[config.mk]
export PLATFORM = sky130hd
export DESIGN_NAME = ccdfe_top
export DESIGN_NICKNAME = d
export VERILOG_FILES = /design/src/design/ccdfe_pkg.sv /design/src/design/ccdfe_top.sv
export SDC_FILE = /design/constraint.sdc
export NUM_CORES = 1
export LEC_CHECK = 0
export BUFFER_PORTS_ARGS = -buffer_cell sky130_fd_sc_hd__buf_2
export CAP_MARGIN = 15
export CELL_PAD_IN_SITES_DETAIL_PLACEMENT = 2
export CELL_PAD_IN_SITES_GLOBAL_PLACEMENT = 2
export CORE_UTILIZATION = 30
export DETAILED_ROUTE_END_ITERATION = 10
export PLACE_DENSITY_LB_ADDON = 0.1
export SKIP_CTS_REPAIR_TIMING = 1
export SYNTH_ARGS = -nofsm -noshare
export SYNTH_HDL_FRONTEND = slang
export SYNTH_SLANG_ARGS = --single-unit
[constraint.sdc]
create_clock -name clock -period 6.1 [get_ports clock]
set_clock_uncertainty 0.1 [all_clocks]
set_input_delay 0.915 -clock clock [delete_from_list [all_inputs] [get_ports clock]]
set_output_delay 0.915 -clock clock [all_outputs]
set_load 0.05 [all_outputs]
[src/design/ccdfe_pkg.sv]
// Purpose: shared constants and types of the front-end clamp and output timing block
// Assumes: APB word registers at byte address = index * 4
// Notes: black maps to the clamp target after correction
package ccdfe_pkg;
   localparam int DW = 10;
   // register indices, byte address is four times the index
   localparam logic [11:0] IDX_CTRL = 12'h000;
   localparam logic [11:0] IDX_STAT = 12'h001;
   localparam logic [11:0] IDX_DUMMY = 12'h0F7;
   localparam logic [11:0] CTRL_RST = 12'h001;
   localparam logic [4:0] DUMMY_RST = 5'h00;
   // field positions
   localparam int DC_OFS_LSB = 10;
   localparam int DC_SCL_LSB = 8;
   localparam int ST_DUMMY_BIT = 16;
   localparam int ST_WIN_BIT = 17;
   // offset codes and offsets in LSB
   localparam logic [2:0] OFS_OFF = 3'h0;
   localparam logic [2:0] OFS_C32 = 3'h1;
   localparam logic [2:0] OFS_C64 = 3'h2;
   localparam logic [2:0] OFS_C96 = 3'h3;
   localparam logic [2:0] OFS_C224 = 3'h7;
   localparam logic [7:0] OFS_V32 = 8'h20;
   localparam logic [7:0] OFS_V64 = 8'h40;
   localparam logic [7:0] OFS_V96 = 8'h60;
   localparam logic [7:0] OFS_V224 = 8'hE0;
   // levels
   localparam logic [9:0] CLAMP_TARGET = 10'h040;
   localparam logic [9:0] BLK_MAX = 10'h0C0;
   localparam logic [9:0] CLAMP_RST = 10'h040;
   // timing in conversion-clock cycles, then the base feedback shift
   localparam logic [3:0] OB_WIN_FIRST = 4'h5;
   localparam logic [3:0] OB_WIN_LAST = 4'hC;
   localparam int LAT_CDS = 10;
   localparam int LAT_DIR = 9;
   localparam logic [2:0] SCL_BASE_SHIFT = 3'h2;
   typedef struct packed {
      logic [3:0] gain;
      logic lowPower;
      logic [1:0] holdAmpBw;
      logic [3:0] rcSel;
      logic modeCds;
   } ccdfe_ctrl_type;
   typedef struct packed {
      logic [2:0] ofs;
      logic [1:0] scl;
   } ccdfe_dummy_type;
endpackage : ccdfe_pkg

[src/design/ccdfe_top.sv]
// Purpose: output pipeline, black window, averaging clamp and dummy clamp of a sensor front end
// Assumes: sampleIn is the converted code, pins are asynchronous to clock
// Notes: sample is taken at the edge that loads the first input stage
// Operation
// - output word launched on conversion clock edge
// - correlated mode latency ten cycles
// - direct mode latency nine cycles
// - direct mode captures input on rising edge
// - black window cycles five to twelve
// - eight-sample black average is clamp level
// - offset field decodes off,32,64,96,224
// - feedback scale 1/4..1/32 only while dummy
// - out-of-range black switches to dummy clamp
// - dummy offset scales with amplifier gain
// - four-bit hold time-constant select
// - preblank holds output at clamp code
//
// Chosen here: the APB register port.
`timescale 1ns/1ps
module ccdfe_top
   import ccdfe_pkg::*;
(
   input wire logic clock,
   input wire logic srst,
   input wire logic psel,
   input wire logic penable,
   input wire logic pwrite,
   input wire logic [15:0] paddr,
   input wire logic [31:0] pwdata,
   output logic [31:0] prdata,
   output logic pready,
   output logic pslverr,
   input wire logic [DW-1:0] sampleIn,
   input wire logic opticalBlackPulse,
   input wire logic preblankInput,
   output logic [DW-1:0] dataOut,
   output logic [3:0] blackHoldRcSelect,
   output logic [1:0] holdAmplifierBw,
   output logic lowPowerSelect,
   output logic [2:0] clampFeedbackShift,
   output logic dummyClampActive
);
   logic [DW-1:0] pipe_r [0:LAT_CDS-1];
   logic [DW-1:0] rawTap_r;
   logic [DW-1:0] dataOut_r;
   logic [1:0] obSync_r;
   logic [1:0] pbSync_r;
   logic obPrev_r;
   logic [3:0] obCnt_r;
   logic [12:0] acc_r;
   logic [9:0] clampRef_r;
   logic dummyActive_r;
   logic [2:0] fbShift_r;
   ccdfe_ctrl_type ctrl_r;
   ccdfe_dummy_type dummy_r;
   logic [31:0] prdata_r;
   logic pready_r;
   logic pslverr_r;
   logic [3:0] fillCnt_r;

   logic [DW-1:0] tap;
   logic obRise;
   logic obWin;
   logic preblank_input;
   logic [12:0] accNxt;
   logic [9:0] avgNxt;
   logic [7:0] ofsLsb;
   logic [12:0] ofsProd;
   logic [9:0] dummyRef;
   logic signed [12:0] corr;
   logic signed [12:0] diff;
   logic signed [12:0] step;
   logic [DW-1:0] corrOut;
   logic [11:0] regIdx;
   logic access;
   logic hit;

   // conversion pipeline: stages 0 and 1 also synchronise the pin
   always_ff @(posedge clock) begin
      if (srst) begin
         for (int i = 0; i < LAT_CDS; i++) begin
            pipe_r[i] <= '0;
         end
      end else begin
         pipe_r[0] <= sampleIn;
         for (int i = 1; i < LAT_CDS; i++) begin
            pipe_r[i] <= pipe_r[i-1];
         end
      end
   end

   // edges since reset release; latency checks must not look back past the flush
   always_ff @(posedge clock) begin
      if (srst) begin
         fillCnt_r <= '0;
      end else if (fillCnt_r != 4'(LAT_CDS)) begin
         fillCnt_r <= fillCnt_r + 4'h1;
      end
   end

   // tap chosen so the word reaches the pins LAT_CDS or LAT_DIR edges after capture
   assign tap = ctrl_r.modeCds ? pipe_r[LAT_CDS-1] : pipe_r[LAT_DIR-1];

   always_comb begin
      corr = $signed({3'h0, tap}) + $signed({3'h0, CLAMP_TARGET}) - $signed({3'h0, clampRef_r});
      if (corr < 0) begin
         corrOut = '0;
      end else if (corr > 13'sh03FF) begin
         corrOut = 10'h3FF;
      end else begin
         corrOut = corr[DW-1:0];
      end
   end

   always_ff @(posedge clock) begin
      if (srst) begin
         rawTap_r <= '0;
         dataOut_r <= '0;
      end else begin
         rawTap_r <= tap;
         if (preblank_input) begin
            dataOut_r <= CLAMP_TARGET;
         end else begin
            dataOut_r <= corrOut;
         end
      end
   end

   // pin synchronisers for the black pulse and preblank
   always_ff @(posedge clock) begin
      if (srst) begin
         obSync_r <= '0;
         pbSync_r <= '0;
         obPrev_r <= 1'b0;
      end else begin
         obSync_r <= {obSync_r[0], opticalBlackPulse};
         pbSync_r <= {pbSync_r[0], preblankInput};
         obPrev_r <= obSync_r[1];
      end
   end

   assign preblank_input = pbSync_r[1];
   assign obRise = obSync_r[1] & ~obPrev_r;
   assign obWin = (obCnt_r >= OB_WIN_FIRST) && (obCnt_r <= OB_WIN_LAST);

   // window counter; a pulse while counting is ignored
   always_ff @(posedge clock) begin
      if (srst) begin
         obCnt_r <= '0;
      end else if (obCnt_r == 4'h0) begin
         if (obRise) begin
            obCnt_r <= 4'h1;
         end
      end else if (obCnt_r == OB_WIN_LAST) begin
         obCnt_r <= 4'h0;
      end else begin
         obCnt_r <= obCnt_r + 4'h1;
      end
   end

   // black samples are not taken while the input is blanked
   assign accNxt = acc_r + (preblank_input ? 13'h0000 : {3'h0, pipe_r[1]});
   assign avgNxt = accNxt[12:3];

   always_ff @(posedge clock) begin
      if (srst) begin
         acc_r <= '0;
      end else if (obWin && obCnt_r != OB_WIN_LAST) begin
         acc_r <= accNxt;
      end else begin
         acc_r <= '0;
      end
   end

   always_comb begin
      case (dummy_r.ofs)
         OFS_C32: ofsLsb = OFS_V32;
         OFS_C64: ofsLsb = OFS_V64;
         OFS_C96: ofsLsb = OFS_V96;
         OFS_C224: ofsLsb = OFS_V224;
         default: ofsLsb = 8'h00;
      endcase
   end

   assign ofsProd = ofsLsb * {1'b1, ctrl_r.gain};
   assign dummyRef = CLAMP_TARGET + {1'b0, ofsProd[12:4]};
   assign diff = $signed({3'h0, dummyRef}) - $signed({3'h0, clampRef_r});
   assign step = diff >>> (SCL_BASE_SHIFT + {1'b0, dummy_r.scl});

   // clamp reference updates once per window end
   always_ff @(posedge clock) begin
      if (srst) begin
         clampRef_r <= CLAMP_RST;
         dummyActive_r <= 1'b0;
         fbShift_r <= '0;
      end else if (obCnt_r == OB_WIN_LAST) begin
         if (avgNxt > BLK_MAX) begin
            dummyActive_r <= 1'b1;
            fbShift_r <= SCL_BASE_SHIFT + {1'b0, dummy_r.scl};
            clampRef_r <= 10'(clampRef_r + step[9:0]);
         end else begin
            dummyActive_r <= 1'b0;
            fbShift_r <= '0;
            clampRef_r <= avgNxt;
         end
      end
   end

   // APB slave, one wait state per access
   assign regIdx = paddr[13:2];
   assign access = psel & penable & ~pready_r;
   assign hit = (regIdx == IDX_CTRL) || (regIdx == IDX_STAT) || (regIdx == IDX_DUMMY);

   always_ff @(posedge clock) begin
      if (srst) begin
         pready_r <= 1'b0;
         pslverr_r <= 1'b0;
         prdata_r <= '0;
      end else begin
         pready_r <= access;
         pslverr_r <= access & ~hit;
         prdata_r <= '0;
         if (access && !pwrite) begin
            case (regIdx)
               IDX_CTRL: prdata_r <= {20'h00000, ctrl_r};
               IDX_STAT: prdata_r <= {14'h0000, (obCnt_r != 4'h0), dummyActive_r, 6'h00, clampRef_r};
               IDX_DUMMY: prdata_r <= {19'h00000, dummy_r, 8'h00};
               default: prdata_r <= '0;
            endcase
         end
      end
   end

   always_ff @(posedge clock) begin
      if (srst) begin
         ctrl_r <= CTRL_RST;
         dummy_r <= DUMMY_RST;
      end else if (psel && penable && pready_r && pwrite) begin
         if (regIdx == IDX_CTRL) begin
            ctrl_r <= pwdata[11:0];
         end
         if (regIdx == IDX_DUMMY) begin
            dummy_r <= pwdata[DC_OFS_LSB+2:DC_SCL_LSB];
         end
      end
   end

   always_ff @(posedge clock) begin
      if (srst) begin
         blackHoldRcSelect <= '0;
         holdAmplifierBw <= '0;
         lowPowerSelect <= 1'b0;
      end else begin
         blackHoldRcSelect <= ctrl_r.rcSel;
         holdAmplifierBw <= ctrl_r.holdAmpBw;
         lowPowerSelect <= ctrl_r.lowPower;
      end
   end

   assign prdata = prdata_r;
   assign pready = pready_r;
   assign pslverr = pslverr_r;
   assign dataOut = dataOut_r;
   assign clampFeedbackShift = fbShift_r;
   assign dummyClampActive = dummyActive_r;

   a_cds_latency: assert property (@(posedge clock) disable iff (srst)
      (fillCnt_r == 4'(LAT_CDS) && $past(ctrl_r.modeCds)) |-> rawTap_r == $past(pipe_r[0], 10))
      else $error("correlated mode latency wrong");
   a_dir_latency: assert property (@(posedge clock) disable iff (srst)
      (fillCnt_r == 4'(LAT_CDS) && !$past(ctrl_r.modeCds)) |-> rawTap_r == $past(pipe_r[0], 9))
      else $error("direct mode latency wrong");
   a_out_launch: assert property (@(posedge clock) disable iff (srst)
      (!$past(preblank_input) && $past(clampRef_r) == CLAMP_TARGET) |-> dataOut_r == rawTap_r)
      else $error("output word not launched from tap");
   a_input_capture: assert property (@(posedge clock) disable iff (srst)
      fillCnt_r >= 4'h2 |-> pipe_r[1] == $past(sampleIn, 2))
      else $error("input capture stage wrong");
   a_window_span: assert property (@(posedge clock) disable iff (srst)
      (obRise && obCnt_r == 4'h0) |=> !obWin [*4] ##1 obWin [*8] ##1 !obWin)
      else $error("black window misplaced");
   a_black_average: assert property (@(posedge clock) disable iff (srst)
      (obCnt_r == OB_WIN_LAST && avgNxt <= BLK_MAX) |=> clampRef_r == $past(avgNxt) && !dummyActive_r)
      else $error("clamp level not the window average");
   a_dummy_switch: assert property (@(posedge clock) disable iff (srst)
      (obCnt_r == OB_WIN_LAST && avgNxt > BLK_MAX) |=> dummyActive_r && fbShift_r >= 3'h2)
      else $error("dummy clamp not entered");
   a_offset_decode: assert property (@(posedge clock) disable iff (srst)
      dummy_r.ofs == OFS_C224 |-> ofsLsb == 8'hE0)
      else $error("offset decode wrong");
   a_reserved_off: assert property (@(posedge clock) disable iff (srst)
      (dummy_r.ofs[2] && dummy_r.ofs != OFS_C224) |-> ofsLsb == 8'h00)
      else $error("reserved offset not off");
   a_preblank_code: assert property (@(posedge clock) disable iff (srst)
      $past(preblank_input) |-> dataOut_r == CLAMP_TARGET)
      else $error("preblank output not clamp code");
   a_gain_scale: assert property (@(posedge clock) disable iff (srst)
      dummy_r.ofs == OFS_C224 |-> dummyRef >= CLAMP_TARGET + 10'h0E0)
      else $error("dummy offset not scaled by gain");
   a_scale_dummy_only: assert property (@(posedge clock) disable iff (srst)
      !dummyActive_r |-> fbShift_r == 3'h0)
      else $error("feedback reduced outside dummy clamp");
   a_hold_select: assert property (@(posedge clock) disable iff (srst)
      blackHoldRcSelect == $past(ctrl_r.rcSel) && lowPowerSelect == $past(ctrl_r.lowPower))
      else $error("hold select output not following register");
endmodule : ccdfe_top

==> run_results.csv, run 1 <==
group,metric,value,unit
floorplan,start_util,30.9,%
cts,h-tree-depth,4,
power,power_switching,694,uW
synthesis,yosys.cell_types.count,69,
synthesis,synth_area_leaders,"dfxtp_1 43%, ha_1 11%, nor2b_1 9.3%, mux2i_1 4.8%, nor2_1 3.3%",
power,p_total,2540,uW
sta,post-route-min-period,5890,ps
placed_design,dp_worst_setup_slack,-276,ps
finish,final_nets,1154,
sta,tightest_slew,1010,ps
sta,fmax,0.170,GHz
synthesis,yosysWarnings,0,
grt,grtUsageTotal,15.5,%
synthesis,yosys.area.top_type,"dfxtp_1",
synthesis,synth-seq-cells,187,
cts,ctsRootBufferMaster,"clkbuf_16",
floorplan,die_w,172,um
grt,grt_pass1_wl,35.0,mm
finish,final_common_cell,"dfxtp_1",
route,vias_per_cell,4.61,
critical_path,path_common_cell,"ha_4",
route,finalWirelength,22.3,mm
critical_path,crit_type,"reg2reg",
cts,clk_pin_slew,80,ps
power,peakVddDrop,166,uV
synthesis,ys_async_sr_fraction,0,%
critical_path,cp-start-kind,"flip-flop",
sta,finalSetupViolations,0,
floorplan,num_rows,61,
cts,clk_latency,430,ps
synthesis,syn-instance-count,910,
synthesis,yosysSeqAreaShare,43.0,%
finish,area_delta_synth_final,21.3,%
sta,maxSlewHeadroom,32.3,%
cts,tritoncts,"built",
route,ant_nets,0,
synthesis,postSynthAreaPerCell,9.56,sq um
floorplan,ioPinCount,120,
critical_path,cpPeakStageDelay,460,ps
run,maxCapViolations,0,
critical_path,endpoint_kind,"flip-flop",
sta,fin_crit_sh,96.6,%
finish,mostFrequentLayoutCells,"185 x dfxtp_1, 127 x nor2b_1, 78 x buf_2, 75 x nor2_1, 58 x ha_1",
power,seq_power_share,49.1,%
grt,grt_pass1_vias,6708,
floorplan,core,28200,sq um
floorplan,fp.dieH,172,um
critical_path,crit_path_max_fanout,5,
route,avgRoutedWirePerCell,15.9,um
route,drc_errors,0,
sta,rsz0062_at_grt,"yes",
route,drtIter0Drc,211,
synthesis,synth_edf_count,0,
worst_hold_path,hp-class,"reg2reg",
grt,overflow,0,
placed_design,routabilityCongestion,0.737,
critical_path,crit_slowest_cell,"fa_1",
critical_path,critPathRequiredTime,6360,ps
cts,cts_sinks,187,
synthesis,synth_top_flop_cell,"dfxtp_1",
sta,setup_slack,209,ps
route,num_vias,6452,
grt,antenna_found_initial,1,
route,drt_pre_antenna_iters,4,
sta,hold_violations,0,
power,comb_power_share,6.0,%
grt,grt_max_degree,78,
run_status,outcome,"finished, final reports clean",
floorplan,die_area,29700,sq um
power,power.share.switching,27.3,%
sta,maxSlewViolCount,0,
power,p_per_area,241,nW/um^2
finish,n_fill_cell,3060,
synthesis,netlist_area,8700,sq um
placed_design,io_buffers,79,
power,clkPwrFrac,44.9,%
placed_design,dp_hpwl,16.7,mm
synthesis,synth_top_area_share,43.0,%
cts,clockBufferDepth,2,
finish,drive_gt1_share,21.8,%
power,p_leak,0.00441,uW
critical_path,critPathArrivalTime,6150,ps
cts,cts_buffers,17,
power,internal_power,1850,uW
worst max-delay path: cells and delay by family, from the launching register on:
family / cells / cell delay (ps)
mux: 2 / 300
buf+inv: 1 / 70
flops: 1 / 360
xor+xnor: 3 / 330
simple gates: 9 / 1600
fa+ha+maj: 7 / 2130
compound gates: 6 / 930
per-layer routing:
| metal | vias to the layer above | global-route usage [%] | routed length, um | share of wire, % |
|---|---|---|---|---|
| li1 | 3225 | - | - | - |
| met1 | 3113 | 19.1 | 10500 | 47 |
| met5 | - | 0 | 0 | 0 |
| met4 | 0 | 4.35 | 284 | 1.3 |
| met3 | 13 | 2.98 | 687 | 3.1 |
| met2 | 101 | 27.2 | 10900 | 49 |
power by group through the flow:
stage               Clock [uW]  Sequential (uW)  Combinational (uW)
floorplan                    0             1280                 121
global placement             0             1280                 154
detailed placement           0             1280                 156
CTS                       1190             1250                 157
global route              1230             1250                 172
finish                    1140             1250                 152
Yosys cell counts, drive strengths merged, types with 2 or more instances:
| library cell | count |
|---|---|
| o21bai | 2 |
| nor3 | 15 |
| o21ai | 22 |
| mux2 | 8 |
| or3 | 7 |
| xor2 | 6 |
| or2 | 7 |
| nor2b | 130 |
| buf | 27 |
| dfxtp | 187 |
| o211a | 3 |
| inv | 56 |
| o31ai | 2 |
| xnor2 | 22 |
| o2111ai | 3 |
| a311oi | 4 |
| a211oi | 5 |
| mux2i | 42 |
| a31oi | 7 |
| nand2 | 30 |
| o21a | 3 |
| a21boi | 2 |
| nand4 | 4 |
| o211ai | 4 |
| clkbuf | 25 |
| a31o | 2 |
| ha | 73 |
| nor4 | 8 |
| a22oi | 2 |
| and3 | 7 |
| a21o | 6 |
| nor2 | 76 |
| o32ai | 2 |
| nand3 | 17 |
| fa | 7 |
| o31a | 2 |
| or4 | 2 |
| and2 | 11 |
| nand2b | 8 |
| a21oi | 50 |
through the flow:
| stage | instances | cell area [sq um] | TNS, ps | utilization (%) | hold WS, ps |
|---|---|---|---|---|---|
| CTS | 1395 | 10200 | -517 | 36.2 | 342 |
| detailed placement | 1363 | 9580 | -367 | 34.0 | 326 |
| global route | 1401 | 10600 | -201 | 37.5 | 359 |
| finish | 1401 | 10600 | 0 | 37.5 | 335 |
| floorplan | 926 | 8760 | 0 | - | 310 |
| global placement | 1363 | 9580 | -52.8 | 34.0 | 316 |
area by class of cell:
| cell class | instances | area, sq um | share of cell area, % |
|---|---|---|---|
| inverters | 56 | 213 | 2.02 |
| multi-input cells | 630 | 4810 | 45.6 |
| well taps | 378 | 473 | 4.48 |
| clock inverters | 15 | 188 | 1.78 |
| repair buffers | 117 | 691 | 6.55 |
| flip-flops and latches | 187 | 3750 | 35.5 |
| diodes | 1 | 2.50 | 0.0237 |
| clock buffers | 17 | 425 | 4.03 |
state kept, by name, indices dropped and copies added (netlist names), 3 cells and up:
name and count:
clampRef_r 10, dataOut 10, blackHoldRcSelect 4, prdata 15
acc_r 13, dummy_r 5, clampFeedbackShift 3, obCnt_r 4
ctrl_r 12, pipe_r 100
cell families after synthesis:
kind of cell / after synthesis / synth area share (%)
fa+ha+maj: 80 / 12.1
flops: 187 / 43.0
other cells: 1 / 0.0431
xor+xnor: 28 / 2.82
mux: 50 / 5.87
buf+inv: 109 / 5.88
compound gates: 128 / 9.80
simple gates: 327 / 20.4
path summary, 6_finish.rpt:
path	cells after the start	startpoint	slack, ps	endpoint
setup reg to reg	28	dummy_r[4]	210	clampRef_r[9]
setup / recovery	28	dummy_r[4]	210	clampRef_r[9]
hold / removal	1	pipe_r[0][79]	330	pipe_r[0][89]
hold reg to reg	1	pipe_r[0][79]	330	pipe_r[0][89]
Power figures use the tool's default switching activity.
==> run 2, diff against run 1 <==
- ABC_AREA: unset -> 1
- BUFFER_PORTS_ARGS: -buffer_cell sky130_fd_sc_hd__buf_2 -> unset
- CORE_UTILIZATION: 30 -> 33
- DONT_BUFFER_PORTS: unset -> 1
==> run 2 against run 1 <==
Compared with the run above: the flow now finishes with violations (DRC); wire length up 0.53%; sequential share of layout area is 2.2 points higher; utilization is 0.36 points higher; synthesized cell count grew 29%; sequential power hardly changed; sequential cell count stayed put; combinational power decreased by 31%; critical path type unchanged; largest cell class unchanged.
==> run_results.csv, run 2 <==
group,metric,value,unit
grt,use_met2,30.5,%
floorplan,die_area,27700,sq um
grt,antenna_found_initial,0,
synthesis,synth_area_leaders,"dfxtp_1 42%, ha_1 10%, inv_1 9.2%, nor2_1 8.2%, nand2_1 6.9%",
grt,grt_pass1_wl,37.7,mm
route,drtIter0Drc,226,
route,drc_errors,3,
floorplan,core,26300,sq um
synthesis,ys_async_sr_fraction,0,%
synthesis,yosys.cell_types.count,44,
floorplan,start_util,34.0,%
cts,h-tree-depth,4,
critical_path,rr_startpoint,"dummy_r[3]",
cts,cts_buffers,17,
cts,cts_sinks,187,
critical_path,critPathBufInv,3,
finish,final_common_cell,"inv_1",
critical_path,crit_type,"reg2reg",
grt,busiest_layer,"met2",
power,peakVddDrop,132,uV
cts,ctsRootBufferMaster,"clkbuf_16",
critical_path,rr_worst_depth,30,
placed_design,io_buffers,0,
run_status,violations,"DRC",
synthesis,yosysMostFrequentCell,"inv_1",
power,p_per_area,255,nW/um^2
worst_hold_path,hp-class,"reg2reg",
sta,tightest_slew,894,ps
grt,globalRouteMet3Util,2.83,%
critical_path,cp_top_family,"adder cells",
grt,grtUsageTotal,17.0,%
finish,fin_area,9940,sq um
sta,maxSlewHeadroom,40.4,%
critical_path,cpPeakStageDelay,490,ps
run,maxCapViolations,0,
synthesis,synth_edf_count,0,
cts,clk_latency,440,ps
synthesis,yosys.area.top_type,"dfxtp_1",
finish,drive_gt1_share,8.19,%
sta,post-route-min-period,5680,ps
route,drt_pre_antenna_iters,7,
grt,grt_pass1_vias,7504,
finish,mostFrequentLayoutCells,"218 x inv_1, 196 x nor2_1, 184 x dfxtp_1, 164 x nand2_1, 69 x ha_1",
sta,rsz0062_at_grt,"no",
sta,setup_tns,0,ps
critical_path,cp.depth,30,
power,p_leak,0.00442,uW
grt,overflow,0,
critical_path,critPathArrivalTime,5910,ps
finish,n_fill_cell,3048,
placed_design,routabilityCongestion,0.803,
synthesis,synth_top_flop_cell,"dfxtp_1",
synthesis,syn-instance-count,1175,
sta,fmax,0.176,GHz
finish,regMostFlops,"pipe_r",
critical_path,worstReg2RegEnd,"clampRef_r[7]",
finish,multi_input_area,4240,sq um
synthesis,synth_top_area_share,41.9,%
finish,regArea,3750,sq um
floorplan,num_rows,59,
critical_path,critPathRequiredTime,6330,ps
floorplan,die_w,166,um
placed_design,placed_area,9190,sq um
cts,clockBufferDepth,2,
floorplan,ioPinCount,120,
route,avgRoutedWirePerCell,14.8,um
critical_path,cp-startpoint,"dummy_r[3]",
finish,area_delta_synth_final,11.4,%
route,num_vias,7051,
sta,finalSetupViolations,0,
critical_path,path_common_cell,"ha_1",
power,p_total,2530,uW
finish,largest_reg_flops,100,
finish,antenna_cells,0,
sta,hold_violations,0,
synthesis,yosysWarnings,0,
floorplan,fp.dieH,166,um
finish,final_nets,1316,
critical_path,ff2ff_setup_slack,420,ps
critical_path,crit_path_max_fanout,4,
route,vias_per_cell,4.64,
synthesis,yosysSeqAreaShare,41.9,%
sta,fin_crit_sh,93.0,%
grt,grt_max_degree,127,
sta,whs,300,ps
finish,final_util,37.8,%
critical_path,crit_slowest_cell,"fa_1",
sta,maxSlewViolCount,0,
route,ant_nets,0,
placed_design,dp_hpwl,16.8,mm
critical_path,cp-start-kind,"flip-flop",
route,finalWirelength,22.5,mm
critical_path,endpoint_kind,"flip-flop",
run_status,outcome,"finished, violations left",
cts,tritoncts,"built",
cts,clk_pin_slew,90,ps
synthesis,synth-seq-cells,187,
synthesis,netlist_area,8920,sq um
synthesis,postSynthAreaPerCell,7.60,sq um
synthesis,synthTopCellsByCount,"219 x inv_1, 196 x nor2_1, 187 x dfxtp_1",
critical_path,endpoint,"clampRef_r[7]",
grt,gr-usage-met1,20.9,%
-- run 2: cell types whose count changed in the layout (fill, tap and decap cells not counted), sizes merged, moves of 8 or more --
cell,change
nor2b,-130
mux2i,-41
nand2b,-8
o21ai,+35
xnor2,-13
nand3,+34
nor2,+124
nand2,+146
inv,+169
buf,-108
and2,-11
xor2,+12
mux2,-8
a21oi,+24
-- run 2: worst min-delay path by stage --
stage | slack (ps) | cells past startpoint | end | startpoint
2_1_floorplan | 290 | 2 | obSync_r[1] | obSync_r[0]
3_3_place_gp | 290 | 2 | pipe_r[0][78] | pipe_r[0][68]
3_5_place_dp | 300 | 2 | pipe_r[0][72] | pipe_r[0][62]
4_1_cts | 300 | 2 | pipe_r[0][70] | pipe_r[0][60]
5_1_grt | 310 | 2 | pipe_r[0][70] | pipe_r[0][60]
6_report | 300 | 2 | pipe_r[0][66] | pipe_r[0][56]
-- run 2: cells by family (layout without fill, tap and decap cells) --
kind of cell / count (synthesis) / in the layout / synth area share [%]
simple gates: 459 / 459 / 22.1
compound gates: 148 / 148 / 9.00
fa+ha+maj: 80 / 80 / 11.8
other cells: 1 / 17 / 0.0420
mux: 1 / 1 / 0.112
flops: 187 / 187 / 41.9
xor+xnor: 27 / 27 / 2.65
buf+inv: 272 / 265 / 12.4
-- run 2: final cells by class --
cell class              instances  share of cell area, %
clock buffers                  17                   4.28
clock inverters                15                   2.03
inverters                     224                   8.46
repair buffers                  9                  0.680
multi-input cells             732                   42.6
flip-flops and latches        187                   37.7
well taps                     335                   4.22
-- run 2: worst min-delay path: stages, from the launching register on --
cell and delay [ps]:
dfxtp_1 300, inv_1 40, nor2_1 30
-- run 2: power breakdown --
group,total [uW],internal (uW),switching (uW)
Combinational,105,27.5,77.8
Clock,1180,571,605
Sequential,1250,1240,15.0
Total,2530,1840,697
-- run 2: routing by layer --
metal  up-vias  share of wire, %
met5         -                 0
met4         0               1.6
met3        20               2.0
met2        63                50
met1      3378                46
li1       3590                 -
-- run 2: through the flow --
| stage | setup slack [ps] | cells |
|---|---|---|
| detailed placement | -52.8 | 1484 |
| global placement | 107 | 1484 |
| floorplan | 456 | 1191 |
| finish | 424 | 1519 |
| global route | 14.1 | 1519 |
| CTS | -94.4 | 1516 |
==> run 3, diff against run 2 <==
- CORE_UTILIZATION: 33 -> 34
- CTS_BUF_LIST: unset -> sky130_fd_sc_hd__clkbuf_8
==> run 3 against run 2 <==
Compared with the run above: the run now ends clean; non-clock buffer count down 1; count of clock-buffer cells in the layout increased by 1; critical path depth increased by 1; worst setup slack got worse by 100 ps; sequential power hardly changed; global-route usage increased by 0.27 points.
==> run_results.csv, run 3 (synthesis results as in run 2) <==
group,metric,value,unit
finish,regArea,3750,sq um
cts,cts_buffers,17,
floorplan,num_rows,58,
cts,ctsRootBufferMaster,"clkbuf_8",
finish,regMostFlops,"pipe_r",
grt,use_met2,31.3,%
sta,post-route-min-period,5780,ps
sta,hold_violations,0,
sta,maxSlewViolCount,0,
grt,grt_pass1_wl,36.6,mm
floorplan,die_w,164,um
floorplan,ioPinCount,120,
finish,area_delta_synth_final,8.57,%
sta,setup_tns,0,ps
route,drc_errors,0,
cts,clk_latency,470,ps
sta,finalSetupViolations,0,
critical_path,crit_path_max_fanout,5,
cts,cts_sinks,187,
route,drtIter0Drc,199,
power,p_per_area,227,nW/um^2
route,ant_nets,0,
placed_design,routabilityCongestion,0.797,
critical_path,critPathArrivalTime,6040,ps
sta,fmax,0.173,GHz
grt,gr-usage-met1,21.0,%
sta,fin_crit_sh,94.7,%
floorplan,core,25500,sq um
sta,tightest_slew,907,ps
run,maxCapViolations,0,
critical_path,cp-start-kind,"flip-flop",
floorplan,start_util,35.0,%
grt,antenna_found_initial,0,
floorplan,fp.dieH,164,um
route,num_vias,7009,
finish,drive_gt1_share,7.95,%
power,p_leak,0.00431,uW
cts,tritoncts,"built",
cts,clk_pin_slew,110,ps
critical_path,endpoint_kind,"flip-flop",
cts,clockBufferDepth,2,
worst_hold_path,hp-class,"reg2reg",
route,finalWirelength,22.1,mm
finish,final_nets,1315,
grt,grtUsageTotal,17.3,%
power,p_total,2200,uW
power,peakVddDrop,142,uV
critical_path,crit_type,"reg2reg",
placed_design,dp_hpwl,16.8,mm
finish,n_fill_cell,2989,
finish,multi_input_area,4230,sq um
run_status,outcome,"finished, final reports clean",
finish,antenna_cells,0,
critical_path,cpPeakStageDelay,560,ps
finish,mostFrequentLayoutCells,"219 x inv_1, 196 x nor2_1, 184 x dfxtp_1, 164 x nand2_1, 68 x ha_1",
grt,busiest_layer,"met2",
placed_design,io_buffers,0,
route,vias_per_cell,4.63,
route,drt_pre_antenna_iters,4,
route,avgRoutedWirePerCell,14.6,um
floorplan,die_area,26900,sq um
cts,h-tree-depth,4,
grt,grt_pass1_vias,7396,
critical_path,crit_slowest_cell,"fa_1",
grt,grt_max_degree,127,
finish,final_common_cell,"inv_1",
grt,globalRouteMet3Util,3.11,%
finish,largest_reg_flops,100,
grt,overflow,0,
sta,maxSlewHeadroom,39.5,%
sta,whs,294,ps
critical_path,critPathRequiredTime,6360,ps
## run 3: cell count changes in the layout (fill, tap and decap cells not counted), moves of 2 or more
| cell | before | now |
|---|---|---|
| o21ai_1 | 7 | 5 |
| a21oi_2 | 9 | 6 |
| clkbuf_8 | 0 | 18 |
| a21oi_1 | 65 | 67 |
| o21ai_0 | 48 | 50 |
| inv_12 | 4 | 0 |
| clkbuf_16 | 17 | 0 |
| ha_2 | 0 | 2 |
| clkinv_2 | 0 | 2 |
| inv_6 | 5 | 3 |
| inv_8 | 1 | 3 |
## run 3: where the power goes
group	total, uW	switching, uW	internal (uW)
clock network	839	521	318
logic	104	77.2	27.2
registers	1250	15.1	1240
total	2200	614	1580
## run 3: final timing paths
kind,start,endpoint,slack (ps),cells after the start
max,dummy_r[4],clampRef_r[7],320,31
min,pipe_r[0][36],pipe_r[0][46],290,2
max reg2reg,dummy_r[4],clampRef_r[7],320,31
min reg2reg,pipe_r[0][36],pipe_r[0][46],290,2
## run 3: area by class of cell
type / count / area share, %
clock buffer: 18 / 2.56
clock inverter: 14 / 1.56
inverter: 224 / 8.68
multi-input combinational: 732 / 43.6
sequential: 187 / 38.7
tap: 330 / 4.26
timing repair buffer: 8 / 0.620
## run 3: stage by stage
| stage | setup slack (ps) | area (sq um) | utilization (%) | instances |
|---|---|---|---|---|
| detailed placement | -4.49 | 9180 | 36.0 | 1479 |
| global route | -42.6 | 9690 | 38.0 | 1513 |
| finish | 321 | 9690 | 38.0 | 1513 |
| CTS | -80.7 | 9580 | 37.6 | 1511 |
| floorplan | 456 | 8980 | - | 1191 |
| global placement | 121 | 9180 | 36.0 | 1479 |
## run 3: routing by layer
layer	up-vias	part of all wire (%)
li1	3591	-
met1	3330	47
met2	67	50
met3	21	1.9
met4	0	1.3
met5	-	0
## run 3: critical path, delay by kind of cell (launching register included)
family	cells	cell delay, ps
buffers and inverters	1	60
adder cells (fa/ha/maj)	7	2200
flip-flops	1	390
AND/OR/NAND/NOR	11	1160
XOR/XNOR	3	540
AO/OA/AOI/OAI	9	1190
